==> config.mk <==
export PLATFORM = sky130hd
export DESIGN_NAME = rsim_regs
export DESIGN_NICKNAME = d
export VERILOG_FILES = /design/src/rsim_pkg.sv /design/src/rsim_regs.sv
export SDC_FILE = /design/constraint.sdc
export NUM_CORES = 1
export LEC_CHECK = 0
export ABC_AREA = 1
export BUFFER_PORTS_ARGS = -buffer_cell sky130_fd_sc_hd__buf_2
export CORE_AREA = 2 2 80 82
export CTS_CLUSTER_DIAMETER = 120
export DETAILED_ROUTE_END_ITERATION = 8
export DIE_AREA = 0 0 82 84
export SLEW_MARGIN = 10
export SYNTH_ARGS = -nofsm -noshare
export SYNTH_HDL_FRONTEND = slang
export SYNTH_SLANG_ARGS = --single-unit
==> constraint.sdc <==
create_clock -name clk -period 1.1 [get_ports clk]
set_input_delay 0.165 -clock clk [delete_from_list [all_inputs] [get_ports clk]]
set_output_delay 0.165 -clock clk [all_outputs]
set_load 0.05 [all_outputs]
==> src/rsim_pkg.sv <==
package rsim_pkg;
	// ************************************************************
	// Register offsets
	// ************************************************************
	localparam logic [6:0] RSIM_SEC_STATUS_ADDR = 7'h08;
	localparam logic [6:0] RSIM_MODE_HIGH_ADDR = 7'h0d;
	localparam logic [6:0] RSIM_MODE_LOW_ADDR = 7'h0e;
	localparam logic [6:0] RSIM_CHAN_SUMMARY_ADDR = 7'h0f;
	localparam logic [6:0] RSIM_RX_ERROR_ADDR = 7'h10;
	// ************************************************************
	// Fields, reset values and codes
	// ************************************************************
	localparam int RSIM_SRC_N = 6;
	localparam int RSIM_ERR_N = 7;
	localparam int RSIM_QSUB_ERR_BIT = 6;
	localparam logic [5:0] RSIM_MODE_RESET = 6'h00;
	localparam logic [3:0] RSIM_AUX_MAX = 4'h8;
	typedef enum logic [1:0] {
		RSIM_TRIG_RISE = 2'h0,
		RSIM_TRIG_FALL = 2'h1,
		RSIM_TRIG_LEVEL = 2'h2,
		RSIM_TRIG_RSVD = 2'h3
	} rsim_trig_t;
endpackage

==> src/rsim_regs.sv <==
`timescale 1ns/1ps
// Notes on behaviour
// Trigger code split high 0Dh, low 0Eh
// Six sources bits 5..0, code 11 reserved
// Code 00 fires on condition arrival
// Code 01 fires on condition removal
// Code 10 holds interrupt while condition persists
// Software programs both mode registers per source
// Mode registers reset to zero
// Read-only channel summary byte at 0Fh
// Read-only error byte at 10h, bit7 zero
// Q-subcode check error set at block boundaries
// Status read clears except persisting level sources
// Masked source affects neither interrupt nor status
// Channel pick selects channel A or B
// Auxiliary length coded 0000 to 1000
// Error flags latch, read clears except still-present errors, masked read zero
module rsim_regs (
	input wire logic clk,
	input wire logic rst_n,
	input wire logic [6:0] reg_addr,
	input wire logic reg_wr,
	input wire logic reg_rd,
	input wire logic [7:0] reg_wdata,
	output logic [7:0] reg_rdata,
	input wire logic [rsim_pkg::RSIM_SRC_N-1:0] sec_cond,
	input wire logic [rsim_pkg::RSIM_SRC_N-1:0] sec_irq_mask,
	output logic sec_irq,
	input wire logic channel_pick,
	input wire logic [3:0] aux_len_a,
	input wire logic [3:0] flags_a,
	input wire logic [3:0] aux_len_b,
	input wire logic [3:0] flags_b,
	input wire logic qsub_boundary,
	input wire logic qsub_crc_fail,
	input wire logic [rsim_pkg::RSIM_ERR_N-2:0] rx_err_cond,
	input wire logic [rsim_pkg::RSIM_ERR_N-1:0] rx_err_mask
);
	import rsim_pkg::*;

	// ************************************************************
	// Elaboration checks
	// ************************************************************
	if (RSIM_SRC_N != 6 || RSIM_ERR_N != 7) begin : g_width_check
		$error("source and error counts must fit the byte registers");
	end

	// ************************************************************
	// State
	// ************************************************************
	typedef struct packed {
		logic [5:0] mode_high;
		logic [5:0] mode_low;
		logic [5:0] sec_status;
		logic [5:0] cond_prev;
		logic [6:0] err_flags;
		logic qsub_err_now;
		logic [7:0] rdata;
	} rsim_state_t;

	rsim_state_t state_q;
	rsim_state_t state_d;
	logic [5:0] sec_event;
	logic [5:0] sec_keep;
	logic [6:0] err_new;
	logic [6:0] err_present;
	logic [7:0] summary;
	logic rd_status;
	logic rd_error;

	// aux length clamp
	function automatic logic [3:0] rsim_aux_code(input logic [3:0] len);
		rsim_aux_code = (len > RSIM_AUX_MAX) ? RSIM_AUX_MAX : len;
	endfunction

	// ************************************************************
	// Next state
	// ************************************************************
	always_comb begin
		state_d = state_q;
		rd_status = reg_rd && (reg_addr == RSIM_SEC_STATUS_ADDR);
		rd_error = reg_rd && (reg_addr == RSIM_RX_ERROR_ADDR);
		// channel pick
		summary = channel_pick ? {rsim_aux_code(aux_len_b), flags_b} :
			{rsim_aux_code(aux_len_a), flags_a};
		for (int i = 0; i < RSIM_SRC_N; i++) begin
			rsim_trig_t code;
			code = rsim_trig_t'({state_q.mode_high[i], state_q.mode_low[i]});
			sec_event[i] = 1'b0;
			sec_keep[i] = 1'b0;
			unique case (code)
				// arrival edge
				RSIM_TRIG_RISE: sec_event[i] = sec_cond[i] && !state_q.cond_prev[i];
				// removal edge
				RSIM_TRIG_FALL: sec_event[i] = !sec_cond[i] && state_q.cond_prev[i];
				// level persistence
				RSIM_TRIG_LEVEL: begin
					sec_event[i] = sec_cond[i];
					sec_keep[i] = sec_cond[i];
				end
				RSIM_TRIG_RSVD: sec_event[i] = 1'b0;
			endcase
		end
		state_d.cond_prev = sec_cond;
		// read clear, set wins; R12 mask gating
		state_d.sec_status = ((rd_status ? sec_keep : state_q.sec_status) | sec_event)
			& sec_irq_mask;
		// Q-subcode check at block boundary
		if (qsub_boundary) begin
			state_d.qsub_err_now = qsub_crc_fail;
		end
		err_new = {qsub_boundary && qsub_crc_fail, rx_err_cond};
		err_present = {state_d.qsub_err_now, rx_err_cond};
		// latch, read clear, mask
		state_d.err_flags = ((rd_error ? err_present : state_q.err_flags) | err_new)
			& rx_err_mask;
		// split mode registers, R02 upper bits zero
		if (reg_wr && reg_addr == RSIM_MODE_HIGH_ADDR) begin
			state_d.mode_high = reg_wdata[5:0];
		end
		if (reg_wr && reg_addr == RSIM_MODE_LOW_ADDR) begin
			state_d.mode_low = reg_wdata[5:0];
		end
		if (reg_rd) begin
			unique case (reg_addr)
				RSIM_SEC_STATUS_ADDR: state_d.rdata = {2'h0, state_q.sec_status};
				RSIM_MODE_HIGH_ADDR: state_d.rdata = {2'h0, state_q.mode_high};
				RSIM_MODE_LOW_ADDR: state_d.rdata = {2'h0, state_q.mode_low};
				// summary byte
				RSIM_CHAN_SUMMARY_ADDR: state_d.rdata = summary;
				// error byte
				RSIM_RX_ERROR_ADDR: state_d.rdata = {1'b0, state_q.err_flags};
				default: state_d.rdata = 8'h00;
			endcase
		end
		if (!rst_n) begin
			// mode reset
			state_d = '0;
			state_d.mode_high = RSIM_MODE_RESET;
			state_d.mode_low = RSIM_MODE_RESET;
		end
	end

	always_ff @(posedge clk) begin
		state_q <= state_d;
	end

	assign reg_rdata = state_q.rdata;
	assign sec_irq = |state_q.sec_status;
endmodule

==> results.md <==
- Status: finished, violations left
- Failing checks: setup timing
- Port Buf Inserts: 69
- Post-synthesis area per instance: between 6 and 7 um2
- Drt via density: roughly 4.5
- Core Rows: 29
- Netlist Area Pre-Place: around 2100 um2
- Htree depth: 2
- Max IR drop VDD: around 0.64 mV
- DIE AREA: between 6000 and 7000 um2
- Sequential cell area fraction in the yosys report: 0.378
- Min-delay worst type: in2reg
- Number of synthesized register bits: 40
- Worst Setup Path Type: reg2out
- Most common cell after layout, fill and taps aside: nand2_1
- Yosys warnings: 0
- First-pass GRT wire length: ~8900 um
- Final WS setup: -0.213 ns
- P per Cell Area: ~1100 nW/um2
- Most frequent cells in the layout: 91 x nand2_1, 66 x buf_2, 42 x inv_1, 39 x dfxtp_1, 38 x nor2_1
- Initial antenna violation count: 0
- CTS sink count: 40
- Total of max-cap violations: 0
- Slew @ Worst Pin: between 0.2 and 0.3 ns
- Initial Util: 0.347
- Crit Path Max Fanout: 2
- Slew Limit Fails: 0
- Core Box Area: slightly above 6000 um2
- # DRC: 0
- Die Ht: ~84 um
- Worst Path Arrival: roughly 1.2 ns
- Post-Place Cells: ~480
- Min cycle time layout: roughly 1.3 ns
- WHS: 0.0772 ns
- Latest clock arrival within the worst-skew pair: 0.29 ns
- Hold Vio Cnt, Final: 0
- Syn Inst Count: ~330
- Avg WL per Cell: about 11 um
- Worst Clk Skew: 0.00399 ns
- Setup crit start: state_q[24]
- TritonCTS clock tree: done
- Hold-fix buffers, CTS: 0
- Hold Startpoint: rx_err_cond[4]
- Slew margin rel.: 0.819
- Final Non-Filler Cells: around 480
- Die W: about 82 um
- Leak: 0.00139 uW
- Tot GR Track Use: 0.166
- ANT cells: 0
- Crit Reg-Reg Startpoint: state_q[37]
- Initial DRC Count: 103
- Endpoint class of the critical path: primary output
- Number of global-route vias before repair: 2046
- Fin nets: 468
- Clock transition at path regs: roughly 0.08 ns
- RSZ-0062 raised after global routing: true
- Area Overhead vs Synth: 28.1%
- Netlist cell types: 22
- Largest net degree at the start of global routing: ~40
- Final Cell Area: 2710 um2
- Final setup vio count: 1
- Final worst-path cycle share: 1.19
- First-pass DRT Iterations: 4
- Ports: 72
- Placed inst area: roughly 2600 um2
- Ratio of cells with drive above 1 in the final layout: 0.271
- Worst Path Required: roughly 0.94 ns
- Total grt overflow: 0
- Remaining antenna violation count: 0
- Max frequency: 761 MHz
- Clock root buffer: clkbuf_8
- Final WL: roughly 5300 um
- Maximum buffer depth of the clock tree: 2
- Placer congestion estimate: slightly above 0.8
- Vias: 2174
- Detail Placement HPWL: between 4000 and 5000 um
- Syn nets: between 300 and 400
- Num CTS Buffers: 5
- Setup crit start kind: flop
path summary, 6_finish.rpt:
check | end | slack, ns | cells after the start
worst max-delay path | sec_irq | -0.21 | 3
worst min-delay path | state_q[13] | 0.08 | 3
worst max register to register | state_q[25] | 0.21 | 5
worst min register to register | state_q[38] | 0.48 | 2
power by group:
group          switching [uW]  internal (uW)  leakage [uW]  total [uW]
clock network             487            512     0.0000455         998
registers                25.7           1500      0.000328        1520
logic                     287            213       0.00102         501
total                     799           2220       0.00139        3020
critical path, cell delays in order, from the launching register on:
cell and delay (ns):
dfxtp_2 0.33, nor4_2 0.25, nand2_1 0.12, buf_6 0.16
layer usage:
metal / global-route usage / vias up / share of wire
li1: - / 1177 / -
met1: 0.226 / 943 / 0.49
met2: 0.265 / 47 / 0.45
met3: 0.0335 / 7 / 0.048
met4: 0.0455 / 0 / 0.013
met5: 0 / - / 0
synthesized netlist by cell type:
cell type	count	share of area
nand3_2	1	0.0047
nor2_1	38	0.067
a21oi_1	33	0.078
nand2_1	91	0.16
buf_4	8	0.028
a21boi_0	1	0.0035
nor2_4	3	0.016
o21ai_2	2	0.0083
clkbuf_1	5	0.0089
dfxtp_1	40	0.38
a21oi_2	1	0.0041
nand3_4	1	0.0083
o21ai_1	6	0.014
nand2_2	3	0.0089
nand3_1	24	0.057
buf_2	2	0.0047
inv_2	1	0.0018
nor2_2	2	0.0059
buf_6	3	0.016
o21ai_0	20	0.047
inv_1	42	0.074
nor4_1	1	0.0030
per-stage QoR:
stage	TNS (ns)	util	total power (uW)	setup WS (ns)
after floorplan	0	-	1840	0.0555
after global placement	-1.76	0.427	2040	-0.129
after detailed placement	-2.42	0.427	2050	-0.158
after CTS	-0.225	0.443	3050	-0.225
after global routing	-0.271	0.445	3190	-0.271
final	-0.213	0.445	3020	-0.213
sequential cells by signal (all words and copies together), names as in the netlist:
signal / count
reg_rdata: 8
state_q: 32
layout make-up:
cell class	instances	area, um2
Multi-Input combinational cell	227	1040
Clock buffer	8	90.1
Inverter	43	161
Timing Repair Buffer	88	524
Tap cell	77	96.3
Sequential cell	40	802
Fill cell	665	3380
what timing repair did:
item	CTS	global route
setup endpoints to repair	1	4
gates resized for setup	2	5
pin swaps	2	0
endpoints found under the hold margin	0	0
setup buffers	0	0
cells by family (layout without fill, tap and decap cells):
logic type / count (synthesis) / in the layout / synth area share
and+or+nand+nor: 164 / 164 / 0.332
AOI/OAI and AO/OA: 63 / 63 / 0.155
buffers and inverters: 61 / 139 / 0.134
DFF: 40 / 40 / 0.378
No activity file was read; power rests on OpenSTA's default activity.
